## src/sac_defines.vh

```
`ifndef SAC_DEFINES_VH
`define SAC_DEFINES_VH
// register byte offsets
`define SAC_OFS_CTRL 8'h00
`define SAC_OFS_CFG 8'h04
`define SAC_OFS_ACC 8'h08
`define SAC_OFS_RESULT 8'h0C
`define SAC_OFS_GT 8'h10
`define SAC_OFS_LT 8'h14
`define SAC_OFS_TIMING 8'h18
// control fields
`define SAC_CTRL_EN 7
`define SAC_CTRL_BURST 6
`define SAC_CTRL_DONE 5
`define SAC_CTRL_BUSY 4
`define SAC_CTRL_WIN 3
`define SAC_CTRL_LPTRK 8
// config fields
`define SAC_CFG_GAIN 0
`define SAC_CFG_EIGHT 2
`define SAC_CFG_DIV_LSB 3
// accumulator config fields
`define SAC_ACC_TWELVE 7
// start sources
`define SAC_SRC_SW 3'h0
`define SAC_SRC_T0 3'h1
`define SAC_SRC_T2 3'h2
`define SAC_SRC_T3 3'h3
// timing
`define SAC_LPTRK_CLKS 8'h03
`define SAC_BITS_10 4'h0A
`define SAC_BITS_8 4'h08
`define SAC_RESP_OKAY 2'h0
`define SAC_RESP_SLVERR 2'h2
`endif

```

## src/sac_sar_core.v

```verilog
`timescale 1ns/10ps
`include "sac_defines.vh"
// one successive-approximation conversion against the analog comparator
module sac_sar_core #(
    parameter W = 10
) (
    input wire i_clk,
    input wire i_rst,
    input wire i_sar_tick,
    input wire i_go,
    input wire i_eight,
    input wire [1:0] i_step,
    input wire i_cmp,
    output reg [W-1:0] o_trial,
    output reg [1:0] o_dem_phase,
    output reg o_busy,
    output reg o_done,
    output reg [W-1:0] o_code
);
    localparam [3:0] TOP_BIT = W - 1;
    reg [3:0] bit_q;
    reg [3:0] last_q;
    // the trial reaches the comparator through the top's output register,
    // so a tick right after a trial change would read a stale comparator
    reg hold_q;
    always @(posedge i_clk) begin
        if (i_rst) begin
            o_trial <= {W{1'b0}};
            o_dem_phase <= 2'h0;
            o_busy <= 1'b0;
            o_done <= 1'b0;
            o_code <= {W{1'b0}};
            bit_q <= 4'h0;
            last_q <= 4'h0;
            hold_q <= 1'b0;
        end else begin
            o_done <= 1'b0;
            hold_q <= 1'b0;
            if (i_go && !o_busy) begin
                o_busy <= 1'b1;
                hold_q <= 1'b1;
                bit_q <= TOP_BIT;
                // eight-bit runs stop two bits early, two fewer sar clocks
                last_q <= i_eight ? 4'h2 : 4'h0;
                o_trial <= {1'b1, {(W-1){1'b0}}};
                o_dem_phase <= i_step;
            end else if (o_busy && i_sar_tick && !hold_q) begin
                hold_q <= 1'b1;
                if (!i_cmp) begin
                    o_trial[bit_q] <= 1'b0;
                end
                if (bit_q == last_q) begin
                    o_busy <= 1'b0;
                    o_done <= 1'b1;
                    o_code <= i_cmp ? o_trial : (o_trial & ~({{(W-1){1'b0}}, 1'b1} << bit_q));
                end else begin
                    bit_q <= bit_q - 4'h1;
                    o_trial[bit_q - 4'h1] <= 1'b1;
                end
            end
        end
    end
endmodule // sac_sar_core

```

## src/sac_top.v

```verilog
`timescale 1ns/10ps
`include "sac_defines.vh"
// Contract
// - start from selected source event
// - source field decodes sw, t0, t2, t3, pin
// - busy high during conversion, low after
// - busy falling edge after the final conversion of a series sets done flag
// - hardware sets done; software clears it
// - result valid whenever done reads one
// - timer byte overflow chosen by timer width
// - normal mode tracks except while converting
// - low-power tracking adds three sar clocks
// - pin source tracks low, converts on rise
// - burst mode runs repeat count conversions
// - enable bit picks idle power in burst
// - powered-down converter waits power-up time in burst
// - burst one start; else start per conversion
// - done only after full repeat count
// - window compare only on final sum
// - burst tracking from fields, plus three with low-power tracking
// - gain bit selects one or half gain
// - eight-bit mode, low bits zero
// - twelve-bit: four conversions, or the repeat count if larger, rotated elements
// - twelve-bit enable with burst four
// - twelve-bit max 4092 at repeat count four, multiples of four
module sac_top (
    input wire I_CLK,
    input wire I_SYS_RST,
    input wire [7:0] I_AWADDR,
    input wire I_AWVALID,
    output reg O_AWREADY,
    input wire [31:0] I_WDATA,
    input wire [3:0] I_WSTRB,
    input wire I_WVALID,
    output reg O_WREADY,
    output reg [1:0] O_BRESP,
    output reg O_BVALID,
    input wire I_BREADY,
    input wire [7:0] I_ARADDR,
    input wire I_ARVALID,
    output reg O_ARREADY,
    output reg [31:0] O_RDATA,
    output reg [1:0] O_RRESP,
    output reg O_RVALID,
    input wire I_RREADY,
    input wire I_T0_OVF,
    input wire I_T2_LO_OVF,
    input wire I_T2_HI_OVF,
    input wire I_T2_16BIT,
    input wire I_T3_LO_OVF,
    input wire I_T3_HI_OVF,
    input wire I_T3_16BIT,
    input wire I_EXTERNAL_CONVERT_START,
    input wire I_BURST_TICK,
    input wire I_CMP,
    output reg [9:0] O_DAC_TRIAL,
    output reg [1:0] O_DEM_PHASE,
    output reg O_TRACK,
    output reg O_POWER_ON,
    output reg O_GAIN_HALF,
    output reg O_SAR_BUSY
);
    localparam S_IDLE = 5'h01;
    localparam S_PWRUP = 5'h02;
    localparam S_TRACK = 5'h04;
    localparam S_CONV = 5'h08;
    localparam S_DONE = 5'h10;

    reg [8:0] ctrl_q;
    reg [7:0] cfg_q;
    reg [7:0] acc_cfg_q;
    reg [15:0] gt_q;
    reg [15:0] lt_q;
    reg [15:0] timing_q;
    reg [15:0] result_q;
    reg [15:0] accum_q;
    reg [4:0] state_q;
    reg [6:0] count_q;
    reg [7:0] wait_q;
    reg [1:0] step_q;
    reg [7:0] div_q;
    reg pin_q;
    reg busy_q;
    reg go_q;
    reg sw_start_q;
    reg [31:0] rdata_d;
    reg [6:0] target;
    wire conv_busy;
    wire conv_done;
    wire [9:0] conv_code;
    wire [9:0] trial;
    wire [1:0] dem;
    wire burst = ctrl_q[`SAC_CTRL_BURST];
    wire lptrk = ctrl_q[`SAC_CTRL_LPTRK];
    wire twelve = acc_cfg_q[`SAC_ACC_TWELVE];
    wire eight = cfg_q[`SAC_CFG_EIGHT];
    wire [2:0] src = ctrl_q[2:0];
    wire pin_rise = I_EXTERNAL_CONVERT_START && !pin_q;
    wire sar_tick = burst ? I_BURST_TICK : (div_q == 8'h00);
    wire t2_ovf = I_T2_16BIT ? I_T2_HI_OVF : I_T2_LO_OVF;
    wire t3_ovf = I_T3_16BIT ? I_T3_HI_OVF : I_T3_LO_OVF;
    reg start_ev;
    wire do_wr = I_AWVALID && I_WVALID && !O_BVALID;
    wire do_rd = I_ARVALID && !O_RVALID;
    wire wr_ctrl = do_wr && I_AWADDR == `SAC_OFS_CTRL && I_WSTRB[0];
    wire series_end = (state_q == S_DONE);

    always @* begin
        start_ev = 1'b0;
        case (src)
            `SAC_SRC_SW: start_ev = sw_start_q;
            `SAC_SRC_T0: start_ev = I_T0_OVF;
            `SAC_SRC_T2: start_ev = t2_ovf;
            `SAC_SRC_T3: start_ev = t3_ovf;
            default: start_ev = pin_rise;
        endcase
    end

    // repeat count 1,4,8..64 from field, twelve-bit forces a multiple of four
    always @* begin
        case (acc_cfg_q[2:0])
            3'h0: target = 7'h01;
            3'h1: target = 7'h04;
            3'h2: target = 7'h08;
            3'h3: target = 7'h10;
            3'h4: target = 7'h20;
            default: target = 7'h40;
        endcase
        if (twelve && target == 7'h01) begin
            target = 7'h04;
        end
    end

    sac_sar_core #(.W(10)) u_core (
        .i_clk(I_CLK),
        .i_rst(I_SYS_RST),
        .i_sar_tick(sar_tick),
        .i_go(go_q),
        .i_eight(eight && !twelve),
        .i_step(step_q),
        .i_cmp(I_CMP),
        .o_trial(trial),
        .o_dem_phase(dem),
        .o_busy(conv_busy),
        .o_done(conv_done),
        .o_code(conv_code)
    );

    always @(posedge I_CLK) begin
        if (I_SYS_RST) begin
            state_q <= S_IDLE;
            count_q <= 7'h00;
            wait_q <= 8'h00;
            step_q <= 2'h0;
            accum_q <= 16'h0000;
            result_q <= 16'h0000;
            busy_q <= 1'b0;
            go_q <= 1'b0;
            div_q <= 8'h00;
            pin_q <= 1'b0;
        end else begin
            pin_q <= I_EXTERNAL_CONVERT_START;
            // divider runs free, so the first sar tick of a conversion may come early
            div_q <= (div_q == {3'h0, cfg_q[7:`SAC_CFG_DIV_LSB]}) ? 8'h00 : div_q + 8'h01;
            go_q <= 1'b0;
            case (state_q)
                S_IDLE: begin
                    if (start_ev) begin
                        busy_q <= 1'b1;
                        if (count_q == 7'h00) begin
                            accum_q <= 16'h0000;
                        end
                        if (burst && !ctrl_q[`SAC_CTRL_EN]) begin
                            wait_q <= timing_q[7:0];
                            state_q <= S_PWRUP;
                        end else begin
                            wait_q <= (burst ? timing_q[15:8] : 8'h00)
                                + (lptrk ? `SAC_LPTRK_CLKS : 8'h00);
                            state_q <= S_TRACK;
                        end
                    end
                end
                S_PWRUP: begin
                    if (sar_tick) begin
                        if (wait_q == 8'h00) begin
                            wait_q <= timing_q[15:8] + (lptrk ? `SAC_LPTRK_CLKS : 8'h00);
                            state_q <= S_TRACK;
                        end else begin
                            wait_q <= wait_q - 8'h01;
                        end
                    end
                end
                S_TRACK: begin
                    if (wait_q == 8'h00) begin
                        go_q <= 1'b1;
                        state_q <= S_CONV;
                    end else if (sar_tick) begin
                        wait_q <= wait_q - 8'h01;
                    end
                end
                S_CONV: begin
                    if (conv_done) begin
                        accum_q <= accum_q + {6'h00, conv_code};
                        step_q <= twelve ? step_q + 2'h1 : 2'h0;
                        if (count_q + 7'h01 >= target) begin
                            count_q <= 7'h00;
                            state_q <= S_DONE;
                        end else begin
                            count_q <= count_q + 7'h01;
                            if (burst) begin
                                // burst keeps going from one start
                                wait_q <= timing_q[15:8] + (lptrk ? `SAC_LPTRK_CLKS : 8'h00);
                                state_q <= S_TRACK;
                            end else begin
                                busy_q <= 1'b0;
                                state_q <= S_IDLE;
                            end
                        end
                    end
                end
                S_DONE: begin
                    // eight-bit code sits in the high byte; sums of several codes overflow it
                    result_q <= eight && !twelve ? {accum_q[9:2], 8'h00} : accum_q;
                    busy_q <= 1'b0;
                    step_q <= 2'h0;
                    state_q <= S_IDLE;
                end
                default: state_q <= S_IDLE;
            endcase
        end
    end

    // flags and register writes; hardware set beats software clear
    always @(posedge I_CLK) begin
        if (I_SYS_RST) begin
            ctrl_q <= 9'h000;
            cfg_q <= 8'h00;
            acc_cfg_q <= 8'h00;
            gt_q <= 16'hFFFF;
            lt_q <= 16'h0000;
            timing_q <= 16'h0000;
            sw_start_q <= 1'b0;
        end else begin
            sw_start_q <= wr_ctrl && I_WDATA[`SAC_CTRL_BUSY] && src == `SAC_SRC_SW;
            if (do_wr) begin
                case (I_AWADDR)
                    `SAC_OFS_CTRL: begin
                        if (I_WSTRB[0]) begin
                            ctrl_q[7:6] <= I_WDATA[7:6];
                            ctrl_q[2:0] <= I_WDATA[2:0];
                            if (!I_WDATA[`SAC_CTRL_DONE]) begin
                                ctrl_q[`SAC_CTRL_DONE] <= 1'b0;
                            end
                            if (!I_WDATA[`SAC_CTRL_WIN]) begin
                                ctrl_q[`SAC_CTRL_WIN] <= 1'b0;
                            end
                        end
                        if (I_WSTRB[1]) begin
                            ctrl_q[8] <= I_WDATA[8];
                        end
                    end
                    `SAC_OFS_CFG: if (I_WSTRB[0]) cfg_q <= I_WDATA[7:0];
                    `SAC_OFS_ACC: if (I_WSTRB[0]) acc_cfg_q <= I_WDATA[7:0];
                    `SAC_OFS_GT: gt_q <= I_WDATA[15:0];
                    `SAC_OFS_LT: lt_q <= I_WDATA[15:0];
                    `SAC_OFS_TIMING: timing_q <= I_WDATA[15:0];
                    default: ;
                endcase
            end
            if (series_end) begin
                ctrl_q[`SAC_CTRL_DONE] <= 1'b1;
                if (accum_q >= gt_q && accum_q <= lt_q) begin
                    ctrl_q[`SAC_CTRL_WIN] <= 1'b1;
                end
            end
        end
    end

    always @* begin
        rdata_d = 32'h0000_0000;
        case (I_ARADDR)
            `SAC_OFS_CTRL: rdata_d = {23'h00_0000, ctrl_q[8:5], busy_q, ctrl_q[3:0]};
            `SAC_OFS_CFG: rdata_d = {24'h00_0000, cfg_q};
            `SAC_OFS_ACC: rdata_d = {24'h00_0000, acc_cfg_q};
            `SAC_OFS_RESULT: rdata_d = {16'h0000, result_q};
            `SAC_OFS_GT: rdata_d = {16'h0000, gt_q};
            `SAC_OFS_LT: rdata_d = {16'h0000, lt_q};
            `SAC_OFS_TIMING: rdata_d = {16'h0000, timing_q};
            default: rdata_d = 32'h0000_0000;
        endcase
    end

    always @(posedge I_CLK) begin
        if (I_SYS_RST) begin
            O_AWREADY <= 1'b0;
            O_WREADY <= 1'b0;
            O_BVALID <= 1'b0;
            O_BRESP <= `SAC_RESP_OKAY;
            O_ARREADY <= 1'b0;
            O_RVALID <= 1'b0;
            O_RDATA <= 32'h0000_0000;
            O_RRESP <= `SAC_RESP_OKAY;
            O_DAC_TRIAL <= 10'h000;
            O_DEM_PHASE <= 2'h0;
            O_TRACK <= 1'b0;
            O_POWER_ON <= 1'b0;
            O_GAIN_HALF <= 1'b0;
            O_SAR_BUSY <= 1'b0;
        end else begin
            O_AWREADY <= do_wr && !O_AWREADY;
            O_WREADY <= do_wr && !O_WREADY;
            if (do_wr && !O_AWREADY) begin
                O_BVALID <= 1'b1;
                O_BRESP <= (I_AWADDR == `SAC_OFS_RESULT || I_AWADDR > `SAC_OFS_TIMING
                    || I_AWADDR[1:0] != 2'h0) ? `SAC_RESP_SLVERR : `SAC_RESP_OKAY;
            end else if (I_BREADY) begin
                O_BVALID <= 1'b0;
            end
            O_ARREADY <= do_rd && !O_ARREADY;
            if (do_rd && !O_ARREADY) begin
                O_RVALID <= 1'b1;
                O_RDATA <= rdata_d;
                O_RRESP <= (I_ARADDR > `SAC_OFS_TIMING || I_ARADDR[1:0] != 2'h0)
                    ? `SAC_RESP_SLVERR : `SAC_RESP_OKAY;
            end else if (I_RREADY) begin
                O_RVALID <= 1'b0;
            end
            O_DAC_TRIAL <= trial;
            O_DEM_PHASE <= dem;
            // normal mode tracks whenever not converting
            O_TRACK <= (state_q == S_TRACK) || (!burst && !lptrk && !conv_busy)
                || (lptrk && !burst && src[2] && !I_EXTERNAL_CONVERT_START);
            O_POWER_ON <= burst ? (ctrl_q[`SAC_CTRL_EN] || state_q != S_IDLE)
                : ctrl_q[`SAC_CTRL_EN];
            O_GAIN_HALF <= !cfg_q[`SAC_CFG_GAIN];
            O_SAR_BUSY <= busy_q;
        end
    end
endmodule // sac_top

```

## config.mk

```make
export PLATFORM = sky130hd
export DESIGN_NAME = sac_top
export DESIGN_NICKNAME = d
export VERILOG_FILES = /design/src/sac_sar_core.v /design/src/sac_top.v
export VERILOG_INCLUDE_DIRS = /design/src
export SDC_FILE = /design/constraint.sdc
export NUM_CORES = 1
export LEC_CHECK = 0
export BUFFER_PORTS_ARGS = -buffer_cell sky130_fd_sc_hd__buf_2
export CORE_ASPECT_RATIO = 0.75
export CORE_UTILIZATION = 40
export CTS_BUF_LIST = sky130_fd_sc_hd__clkbuf_2
export DETAILED_ROUTE_END_ITERATION = 12
export GPL_ROUTABILITY_DRIVEN = 0
export HOLD_SLACK_MARGIN = 0.05
export PLACE_DENSITY = 0.7
export SYNTH_ARGS = -nofsm -noshare
export SYNTH_HDL_FRONTEND = slang
export SYNTH_SLANG_ARGS = --single-unit
```

## constraint.sdc

```tcl
create_clock -name I_CLK -period 2.9 [get_ports I_CLK]
set_clock_uncertainty 0.1 [all_clocks]
set_input_delay 0.435 -clock I_CLK [delete_from_list [all_inputs] [get_ports I_CLK]]
set_output_delay 0.435 -clock I_CLK [all_outputs]
set_load 0.005 [all_outputs]
```

[After elaboration in Yosys (flattened, before gate mapping)]
Cells that the tools add are included.
Storage, ports and cells
  flip-flop bits (word level): 228
  input bits: 69
  output and inout port bits: 57
  word-level logic and storage cells: 282
Cells by class
  add/sub/neg operators: 8
  $lt $le $gt $ge: 9
  equal/unequal tests: 41
  shifts and indexed selects: 1
  muxes and demuxes: 83
  bitwise logic cells: 9
  reduce and logical (&&, ||, !) cells: 87
Operator list (number)
  16-bit case mux with 7 select lines: 1
  10-bit two-way mux: 8
  8-bit two-way mux: 10
  16-bit two-way mux: 4
  8-bit by 5-bit equality test with 1-bit output, second input constant: 6
  7-bit case mux with 5 select lines: 1
  8-bit by 4-bit equality test with 1-bit output, second input constant: 4
  8-bit logical NOT: 4
  16-bit case mux with 2 select lines: 1
  8-bit case mux with 4 select lines: 1
  5-bit two-way mux: 6
  1-bit two-way mux: 29
  1-bit logical AND: 25
  4-bit two-way mux: 6
  2-bit nonzero test: 11
  10-bit bitwise AND: 2
  10-bit inverter: 2
  5-bit case mux with 4 select lines: 1
  16-bit by 10-bit adder with 16-bit output: 1
  8-bit by 3-bit equality test with 1-bit output, second input constant: 2
  16-bit >= comparator: 1
  8-bit by 5-bit greater-than comparator with 1-bit output, second input constant: 2
  16-bit less-or-equal comparator: 1
  2-bit inequality test, second input constant: 8
  46 further kinds: 101

[Logic depth before layout (Yosys ltp)]
Gate-level depths: netlist of run 1.
  word-level depth: 14
  gate-level depth with buffers: 11
  gate-level depth less buffers: 10

[Hierarchy]
Synthesis of run 1 repeated with hierarchy kept, for this count alone.
Second synthesis, totals
  cells, all modules: 1295
  area, all modules: 11253.3 sq um
By module, submodules not included
  sac_top: times used 1, cells an instance 1132, area each 9806.9 sq um, seq. area each 3543.4 sq um
  sac_sar_core: times used 1, cells an instance 163, area each 1446.4 sq um, seq. area each 600.6 sq um

[Least setup slack after synthesis of run 1]
OpenSTA, ideal clock, no wires.
  path kind: register to register
  start point: reg count_q[0]
  end point: reg state_q[2]
  library setup time: 128 ps
  data arrival time: 2291 ps
  data required time: 2672 ps
  slack: 382 ps
  cell stages (with the launch flop): 12
  path buffers: 1
  period minus slack after synthesis: 2518 ps
  cells stage by stage: dfxtp_1 -> ha_1 -> nand3_1 -> xnor2_1 -> ha_1 -> o211ai_1 -> o21a_1 -> o21ai_1 -> clkbuf_1 -> o211ai_1 -> a22oi_1 -> nor2_1
Between the ends
  word-level cells in the longest chain between the ends: 5
RTL lines
  start, declared: line sac_top.v:78  | reg [6:0] count_q;
  start signal, assigned: line sac_top.v:209  | count_q <= count_q + 7'h01;
  7-bit by 1-bit adder with 7-bit output: line sac_top.v:205  | if (count_q + 7'h01 >= target) begin
  7-bit >= comparator: line sac_top.v:205
  5-bit two-way mux: line sac_top.v:205
  5-bit two-way mux: line sac_top.v:202  | if (conv_done) begin
  5-bit case mux with 4 select lines: line sac_top.v:166  | case (state_q)
  end signal, assigned: line sac_top.v:175  | state_q <= S_PWRUP;
  end signal, assigned: line sac_top.v:207  | state_q <= S_DONE;
  end signal, assigned: line sac_top.v:213  | state_q <= S_TRACK;
  end, declared: line sac_top.v:77  | reg [4:0] state_q;
No other way between the ends. The select of a mux whose other input is x is not followed.
A chain may end at the register's enable or synchronous reset.

[Worst setup path after layout of run 1]
  start point: reg wait_q[0]
  end point: reg state_q[1]
Between the ends
  word-level cells in the longest chain between the ends: 3
  elaborated cells on any way between the ends: 4
  those cells by class: eq/ne: 2; reduce/logical: 2
RTL lines
  start, declared: line sac_top.v:79  | reg [7:0] wait_q;
  start signal, assigned: line sac_top.v:174  | wait_q <= timing_q[7:0];
  start signal, assigned: line sac_top.v:177  | wait_q <= (burst ? timing_q[15:8] : 8'h00)
  start signal, assigned: line sac_top.v:186  | wait_q <= timing_q[15:8] + (lptrk ? `SAC_LPTRK_CLKS : 8'h00);
  8-bit logical NOT *: line sac_top.v:185, sac_top.v:194
  2-bit inequality test (no source line)
  5-bit AND reduction (no source line) *
  end signal, assigned: line sac_top.v:187  | state_q <= S_TRACK;
  end signal, assigned: line sac_top.v:196  | state_q <= S_CONV;
  end signal, assigned: line sac_top.v:207
Every way passes the cells marked *; elsewhere a longest branch is shown, timed or not.

==> results.ini, run 1 <==
[timing]
finalSetupViolCount = 0
whs_ps = 84.7
rsz0062_at_grt = false
fin_crit_sh = 0.951
hold_violations = 0
period_minus_slack_ps = 2760
maxSlewHeadroom = 0.398
max_freq_ghz = 0.363
drv_slew = 0
setup_tns_ps = 0
tightest_slew_ps = 895

[synth]
synth-edff-count = 0
synth-seq-cells = 207
synth_area_um2 = 11000
synth.distinct_cells = 76
synth_common_cells = dfxtp_1 (207), nor2_1 (150), nand2_1 (89)
syn-instance-count = 1270
avgSynthCellArea_um2 = 8.68
synthArstFlopShare = 0
yosysSeqAreaShare = 0.376
synth_largest_area_cell = dfxtp_1
ys.flop_type = dfxtp_1
post-synth-top-count-cell = dfxtp_1
synth_top_area_frac = 0.376
ys_top_cells_by_area = dfxtp_1 (38%), ha_1 (7.1%), mux2i_1 (6.7%)
yosysWarnings = 0

[clock_network]
cts_made_buffers = 54
post-cts-setup-buffers = 0
clk_path_buf_depth = 3
cts_tree = yes
clock-sinks = 207
ctsHtreeMaxLevel = 2
root_buffer = clkbuf_2
clk_pin_slew_ps = 120
clk-insertion-delay-late_ps = 900

[cells_and_area]
area_growth_pct = 16.8
drive_gt1_frac = 0.160
nets = 1568
instances_no_fill = 1823
multi_input_area_um2 = 6320
stdcell_area_um2 = 12900
fill_cells = 2600
register_area_um2 = 4150

[floorplanning]
core_um2 = 27000
ios = 126
chipHeight_um = 146
rows = 52
initial_utilization = 0.408
die_area_um2 = 28200
fp.dieW_um = 194

[drt]
wl_per_cell_um = 17.2
vias = 10200
met2_length_um = 13000
routedLengthMet1_um = 15000
dr.pass1.iters = 6
avgViaCountPerCell = 5.59
dr_wl_met3_um = 2800
drc_errors = 0
drt_iter0_drc = 1090
wl_um = 31400
postRouteAntennaNets = 0
top_layer_used = met4

[job]
max_cap_violations = 0

[place]
dpl.hpwl_um = 22300
placed_cell_area_um2 = 11900
portBuffers = 89
dpl.cell_count = 1682

[global_routing]
grt_pass1_wl_um = 49900
antenna_found_initial = 1
grt_pass1_vias = 9297
grt_start_max_net_pins = 148
grtUsageTotal = 0.218
grt-ovfl-total = 0

[power_and_ir_drop]
p_leak_nw = 5.80
finalPower_mw = 5.90
ir_worst_vdd_mv = 0.386
powerDensity_nw_per_um2 = 458

[worst_setup_path]
cp_cell_sequence = inv_1, ha_1, nor3b_1, and2_1, o21ai_0, a221oi_1, mux2i_1, nor2_1
worst-endpoint-arrival_ps = 3380
cp_top_family = simple AND/OR/NAND/NOR gates
required_ps = 3520
worst_path_max_delay_cell = a221oi_1
path_class = flop to flop
worst_setup_path_start_kind = flop
cp-end-kind = flop
worst_path_largest_cell_delay_ps = 660
cp_num_buf_inv = 1
crit_fanout = 6

[hold_path]
hold_class = input port to flop

[status]
status = finished, final reports clean

cell families (layout without fill, tap and decap cells):
| kind of cell | after synthesis | after routing | synth area share |
|---|---|---|---|
| and+or+nand+nor | 424 | 424 | 0.188 |
| AOI/OAI and AO/OA | 305 | 305 | 0.189 |
| DFF | 207 | 207 | 0.376 |
| buffers and inverters | 144 | 328 | 0.0575 |
| muxes | 82 | 82 | 0.0804 |
| adders and majority gates | 66 | 66 | 0.0769 |
| xor gates and xnor gates | 41 | 41 | 0.0326 |
| other | 1 | 19 | 0.000340 |
metrics by stage:
stage / worst slack (ps) / util
final: 143 / 0.477
after global routing: 21.2 / 0.477
after CTS: 93.1 / 0.477
after detailed placement: 126 / 0.440
after global placement: 185 / 0.440
after floorplan: 382 / -
worst paths after layout:
kind                  start          to  slack, ps  depth (start not counted)
setup / recovery  wait_q[0]  state_q[1]        140                          8
hold / removal     I_WVALID   O_AWREADY         80                          4
setup reg to reg  wait_q[0]  state_q[1]        140                          8
hold reg to reg    O_WREADY    O_WREADY        350                          1
cell type report:
type | instances | area share
Antenna cell | 1 | 0.000194
Clock buffer | 76 | 0.0295
Clock inverter | 18 | 0.0119
Inverter | 60 | 0.0175
Multi-Input combinational cell | 936 | 0.491
Sequential cell | 207 | 0.322
Tap cell | 351 | 0.0341
Timing Repair Buffer | 174 | 0.0944
state kept, by name, indices dropped and copies added, names as in the netlist, 10 cells and up:
| signal | cells |
|---|---|
| lt_q | 16 |
| gt_q | 16 |
| O_DAC_TRIAL | 10 |
| O_RDATA | 16 |
| timing_q | 16 |
| u_core.o_trial | 10 |
| result_q | 16 |
| u_core.o_code | 10 |
| accum_q | 16 |
where the power goes:
| part | total (mW) | internal [mW] | switching (mW) |
|---|---|---|---|
| Combinational | 0.738 | 0.291 | 0.447 |
| Clock | 2.22 | 0.977 | 1.25 |
| Sequential | 2.94 | 2.89 | 0.0534 |
| Total | 5.90 | 4.16 | 1.75 |
metal layers:
layer  vias to the layer above  GRT usage
li1                       4902          -
met2                       440      0.313
met4                         0     0.0616
met5                         -          0
met3                        60     0.0440
met1                      4794      0.328
tightest hold or removal path, stage by stage:
cell and delay [ps]:
buf_2 90, nand3b_1 140, dlymetal6s4s_1 290, nor3_1 60
timing repair:
action / CTS / global route
gates resized for setup: 0 / 3
endpoints found under the hold margin: 143 / 0
hold buffers: 46 / 0
endpoints found under the setup margin: 0 / 9
layout by cell type, fill, tap and decap left out, types with 8 or more instances in the layout:
| cell | netlist | routed |
|---|---|---|
| a211oi_1 | 23 | 23 |
| a21o_1 | 13 | 13 |
| a21oi_1 | 83 | 83 |
| a22o_1 | 20 | 20 |
| a22oi_1 | 17 | 17 |
| a32o_1 | 12 | 12 |
| a32oi_1 | 8 | 8 |
| and3_1 | 8 | 8 |
| buf_2 | 14 | 88 |
| buf_4 | 18 | 39 |
| clkbuf_2 | 1 | 76 |
| clkinv_1 | 0 | 8 |
| conb_1 | 1 | 18 |
| dfxtp_1 | 207 | 206 |
| dlygate4sd3_1 | 0 | 45 |
| ha_1 | 63 | 63 |
| inv_1 | 60 | 60 |
| mux2i_1 | 74 | 74 |
| nand2_1 | 89 | 89 |
| nand2b_1 | 11 | 11 |
| nand3_1 | 47 | 47 |
| nand4_1 | 16 | 16 |
| nor2_1 | 150 | 150 |
| nor2b_1 | 26 | 26 |
| nor3_1 | 25 | 25 |
| o211ai_1 | 30 | 30 |
| o21ai_0 | 21 | 21 |
| o21ai_1 | 24 | 23 |
| xnor2_1 | 18 | 18 |
| xor2_1 | 23 | 23 |
(Power assumes the default switching activity.)
==> inputs of run 2 (changes only) <==
--- a/config.mk
+++ b/config.mk
@@ -7,7 +7,7 @@
 export NUM_CORES = 1
 export LEC_CHECK = 0
 export BUFFER_PORTS_ARGS = -buffer_cell sky130_fd_sc_hd__buf_2
-export CORE_ASPECT_RATIO = 0.75
+export CORE_ASPECT_RATIO = 1.5
 export CORE_UTILIZATION = 40
 export CTS_BUF_LIST = sky130_fd_sc_hd__clkbuf_2
 export DETAILED_ROUTE_END_ITERATION = 12
==> run 2 against run 1 <==
Against the previous run: final area fell by 0.85%; critical path depth rose by 1; sequential power barely moved.
==> results.ini, run 2 (synthesis gave the netlist of run 1 again) <==
[status]
status = finished, final reports clean

[worst_setup_path]
cp-end-kind = flop
ff2ff_path_depth = 8
r2r_start = O_BVALID
r2r_end = gt_q[0]
crit_fanout = 8
worst_path_largest_cell_delay_ps = 600
worst-endpoint-arrival_ps = 3420
required_ps = 3560
cp_top_family = buffers and inverters
r2r_slack_ps = 160
path_class = input port to flop
cp_num_buf_inv = 4
worst_setup_path_start_kind = input port
crit_top_cell = dlygate4sd3_1
cp_cell_sequence = dlygate4sd3_1, buf_2, or3_1, dlygate4sd3_1, nor3_1, and2_1, nand3_1, dlygate4sd3_1, a21oi_1
worst_path_max_delay_cell = dlygate4sd3_1

[cells_and_area]
final_cell_mix = dfxtp_1 (207), nor2_1 (149), nand2_1 (89)
layout.cells.most_common = dfxtp_1
final_core_util = 0.471
nets = 1562
drive_gt1_frac = 0.160
stdcell_area_um2 = 12800
instances_no_fill = 1809
area_growth_pct = 15.8

[timing]
worst_slack_ps = 141
fin_crit_sh = 0.951
max_freq_ghz = 0.362
maxSlewHeadroom = 0.351
setup_tns_ps = 0
whs_ps = 114
hold_violations = 0
finalSetupViolCount = 0
period_minus_slack_ps = 2760
tightest_slew_ps = 965
drv_slew = 0
rsz0062_at_grt = false

[place]
dpl.cell_count = 1680
dpl.hpwl_um = 23600
portBuffers = 89
place_ws_ps = 161
placed_cell_area_um2 = 11900

[global_routing]
grtUsageTotal = 0.226
grt-ovfl-total = 0
grt_pass1_vias = 9682
grtUsageMet2 = 0.413
grtUsageMet3 = 0.0362
grt_pass1_wl_um = 49600
antenna_found_initial = 1
grt_start_max_net_pins = 77
grt-busiest-layer = met2
met1_usage = 0.238

[power_and_ir_drop]
p_leak_nw = 5.74
powerDensity_nw_per_um2 = 440
finalPower_mw = 5.62
ir_worst_vdd_mv = 0.277

[floorplanning]
ios = 126
core_um2 = 27100
die_area_um2 = 28300
chipHeight_um = 205
fp.dieW_um = 138
initial_utilization = 0.407
rows = 74

[clock_network]
ctsHtreeMaxLevel = 2
clk_path_buf_depth = 3
post-cts-setup-buffers = 0
clock-sinks = 207
clk-insertion-delay-late_ps = 880
cts_made_buffers = 49
cts_tree = yes
root_buffer = clkbuf_2
clk_pin_slew_ps = 120

[drt]
drt_iter0_drc = 653
vias = 10100
dr.pass1.iters = 7
wl_per_cell_um = 17.4
drc_errors = 0
wl_um = 31500
postRouteAntennaNets = 0
avgViaCountPerCell = 5.57

[hold_path]
hold_depth = 6
hold_class = input port to flop
hp-start = I_ARADDR[5]
hold_end = O_RDATA[10]

[job]
max_cap_violations = 0

==> run 2: cell count changes in the layout (fill, tap and decap cells not counted), sizes merged <==
cell,previous run,this run
dlygate4sd3,45,38
clkinvlp,0,1
dlymetal6s4s,1,0
inv,62,60
clkbuf,76,70
clkinv,13,18
buf,128,135
bufinv,3,1
==> run 2: power breakdown <==
| part | switching (mW) | internal (mW) |
|---|---|---|
| logic | 0.435 | 0.284 |
| registers | 0.0560 | 2.89 |
| clock network | 1.21 | 0.748 |
| total | 1.70 | 3.92 |
==> run 2: timing repair <==
item / 4_1_cts / 5_1_grt
endpoints found under the setup margin: 0 / 12
resized for setup: 0 / 4
hold buffers: 38 / 0
hold endpoints to repair: 132 / 0
==> run 2: worst max path at each step <==
stage	from	cells after the start	slack, ps	endpoint
final	I_AWADDR[6]	9	140	ctrl_q[2]
after floorplan	count_q[0]	11	380	state_q[2]
after CTS	O_BVALID	8	60	gt_q[0]
after detailed placement	count_q[1]	10	160	wait_q[1]
after global placement	count_q[1]	10	230	wait_q[6]
after global routing	I_AWADDR[6]	9	30	ctrl_q[6]
==> run 2: worst reg2reg max path: stages, from the launching register on <==
cell and delay (ps):
dfxtp_1 330, nand3b_1 290, dlygate4sd3_1 680, buf_4 180, nor3_2 230, dlygate4sd3_1 600, nand2_1 60, nand2_1 60
nand3_1 70
==> run 2: final cells by class <==
class                      instances  area [um2]
tap                              342         428
clock inverter                    20         113
sequential                       207        4140
antenna                            1        2.50
fill                            2647       14400
timing repair buffer             173        1170
clock buffer                      70         350
multi-input combinational        936        6330
inverter                          60         225
==> run 2: per-layer routing <==
| metal | vias up | part of all wire |
|---|---|---|
| li1 | 4897 | - |
| met1 | 4759 | 0.38 |
| met2 | 313 | 0.51 |
| met3 | 108 | 0.047 |
| met4 | 0 | 0.058 |
| met5 | - | 0 |
==> inputs of run 3 (changes only) <==
--- a/config.mk
+++ b/config.mk
@@ -6,6 +6,7 @@
 export SDC_FILE = /design/constraint.sdc
 export NUM_CORES = 1
 export LEC_CHECK = 0
+export ABC_AREA = 1
 export BUFFER_PORTS_ARGS = -buffer_cell sky130_fd_sc_hd__buf_2
 export CORE_ASPECT_RATIO = 1.5
 export CORE_UTILIZATION = 40
==> run 3 against run 2 <==
Against the previous run: final cell count increased by 22%; core utilization decreased by 0.37 points; wire length increased by 13%; flip-flop and latch count unchanged; synthesized cell count increased by 31%; first-iteration DRC count increased by 38%; die area increased by 2.8%; clock-buffer cell count decreased by 1; setup slack got worse by 6.3 ps; area after synthesis increased by 2.8%.
==> results.ini, run 3 <==
[clock_network]
clk-insertion-delay-late_ps = 910
cts_tree = yes
root_buffer = clkbuf_2
clk_pin_slew_ps = 110
clock-sinks = 207
post-cts-setup-buffers = 0
ctsHtreeMaxLevel = 2
cts_made_buffers = 53
clk_path_buf_depth = 3

[power_and_ir_drop]
pwr-share-clk = 0.336
p_int_mw = 3.85
netSwitchingPower_mw = 1.86
ir_worst_vdd_mv = 0.246
powerDensity_nw_per_um2 = 437
p_sw_frac = 0.326
sequentialPowerShare = 0.515
p_leak_nw = 5.96
finalPower_mw = 5.71
p_comb_frac = 0.149

[drt]
wl_per_cell_um = 16.1
drt_iter0_drc = 899
postRouteAntennaNets = 0
avgViaCountPerCell = 5.20
drc_errors = 0
dr.pass1.iters = 5
vias = 11500
wl_um = 35700

[floorplanning]
die_area_um2 = 29000
core_um2 = 28000
initial_utilization = 0.405
chipHeight_um = 208
rows = 75
fp.dieW_um = 139
ios = 126

[synth]
syn-instance-count = 1665
synth_area_um2 = 11300
synthArstFlopShare = 0
synth-seq-cells = 207
yosysSeqAreaShare = 0.365
ys_top_cells_by_area = dfxtp_1 (37%), nand2_1 (12%), inv_1 (7.3%)
synth_largest_area_cell = dfxtp_1
avgSynthCellArea_um2 = 6.81
synth_common_cells = nand2_1 (376), inv_1 (220), dfxtp_1 (207)
ys.flop_type = dfxtp_1
synth-edff-count = 0
post-synth-top-count-cell = nand2_1
synth.distinct_cells = 42
yosysWarnings = 0
synth_top_area_frac = 0.365

[worst_setup_path]
worst_path_max_delay_cell = dlygate4sd3_1
cp_top_family = buffers and inverters
worst_setup_path_start_kind = flop
cp-end-kind = flop
r2r_slack_ps = 130
path_class = flop to flop
cp_cell_sequence = nor2_1, dlygate4sd3_1, nand3_1, nor2_2, buf_4, o211ai_1, dlygate4sd3_1
cp_num_buf_inv = 3
required_ps = 3560
worst_path_largest_cell_delay_ps = 630
crit_top_cell = dlygate4sd3_1
worst-endpoint-arrival_ps = 3420
crit_fanout = 31
ff2ff_path_depth = 7
r2r_end = gt_q[10]
r2r_start = O_BVALID

[status]
status = finished, final reports clean

[timing]
max_freq_ghz = 0.362
drv_slew = 0
setup_tns_ps = 0
rsz0062_at_grt = false
tightest_slew_ps = 963
finalSetupViolCount = 0
whs_ps = 217
period_minus_slack_ps = 2770
maxSlewHeadroom = 0.352
fin_crit_sh = 0.954
hold_violations = 0

[cells_and_area]
register_area_um2 = 4150
final_core_util = 0.467
drive_gt1_frac = 0.113
multi_input_area_um2 = 6080
layout.cells.most_common = nand2_1
fill_cells = 2870
final_cell_mix = nand2_1 (376), inv_1 (218), dfxtp_1 (206)
area_growth_pct = 15.2
nets = 1966

[hold_path]
hold_class = input port to flop
hold_depth = 8
hold_end = O_RDATA[8]
hp-start = I_ARADDR[2]

[global_routing]
grt_pass1_wl_um = 56900
grt_start_max_net_pins = 70
grtUsageTotal = 0.250
grt-ovfl-total = 0
grt_pass1_vias = 11200
antenna_found_initial = 2

[job]
max_cap_violations = 0

[place]
portBuffers = 89
dpl.hpwl_um = 26400

[run 3: cell types whose count changed after synthesis, moves of 17 or more]
cell | before | now
a21oi_1 | 83 | 138
a22o_1 | 20 | 0
a22oi_1 | 17 | 0
inv_1 | 60 | 220
mux2i_1 | 74 | 0
nand2_1 | 89 | 376
nand3_1 | 47 | 89
nor2_1 | 150 | 188
nor2b_1 | 26 | 0
o21ai_0 | 21 | 141
o21ai_1 | 24 | 2
[run 3: power groups by stage]
stage                     logic [mW]  clock network [mW]  registers (mW)
after floorplan                0.609                   0            3.00
after global placement         0.772                   0            3.01
after detailed placement       0.784                   0            3.01
after CTS                      0.832                1.98            2.94
after global routing           0.964                2.09            2.95
final                          0.849                1.92            2.94
[run 3: how the worst max path moves through the flow]
stage,start,end,slack (ps),cells after the start
6_report,O_BVALID,gt_q[10],130,7
5_1_grt,O_BVALID,cfg_q[5],4,8
4_1_cts,count_q[0],count_q[6],50,14
3_5_place_dp,count_q[0],wait_q[2],40,13
3_3_place_gp,count_q[0],wait_q[2],100,13
2_1_floorplan,count_q[0],wait_q[5],460,14
[run 3: repair_timing]
action,CTS,global route
endpoints found under the hold margin,112,0
hold buffers,54,0
resized for setup,1,6
setup endpoints to repair,6,15
[run 3: final cells by class]
class,instances,share of cell area
multi-input combinational,1184,0.466
clock inverter,22,0.00690
sequential,207,0.317
clock buffer,69,0.0264
timing repair buffer,160,0.0853
tap,346,0.0332
inverter,225,0.0647
antenna,1,0.000192
[run 3: layer usage]
layer / part of all wire / global-route usage / vias up
met5: 0.00034 / 0 / -
met4: 0.069 / 0.176 / 2
met3: 0.054 / 0.0405 / 117
met2: 0.50 / 0.459 / 431
met1: 0.37 / 0.256 / 5206
li1: - / - / 5746
[run 3: metrics by stage]
stage	area, um2	cells	setup slack (ps)
detailed placement	12100	2068	37.1
floorplan	11400	1682	464
global route	13100	2214	3.67
finish	13100	2214	135
global placement	12100	2068	97.8
CTS	13000	2213	48.4
[run 3: cells by family (layout without fill, tap and decap cells)]
family / count (synthesis) / after routing / synth area share
AOI/OAI and AO/OA: 352 / 352 / 0.168
other: 1 / 19 / 0.000331
buffers and inverters: 291 / 476 / 0.105
adders and majority gates: 66 / 66 / 0.0748
DFF: 207 / 207 / 0.365
and+or+nand+nor: 723 / 723 / 0.267
xor gates and xnor gates: 25 / 25 / 0.0193
[run 3: worst reg2reg max path, delay by kind of cell, from the launching register on]
kind	cells	cell delay [ps]
buffers and inverters	3	1560
and+or+nand+nor	3	480
DFF	1	340
AOI/OAI and AO/OA	1	150
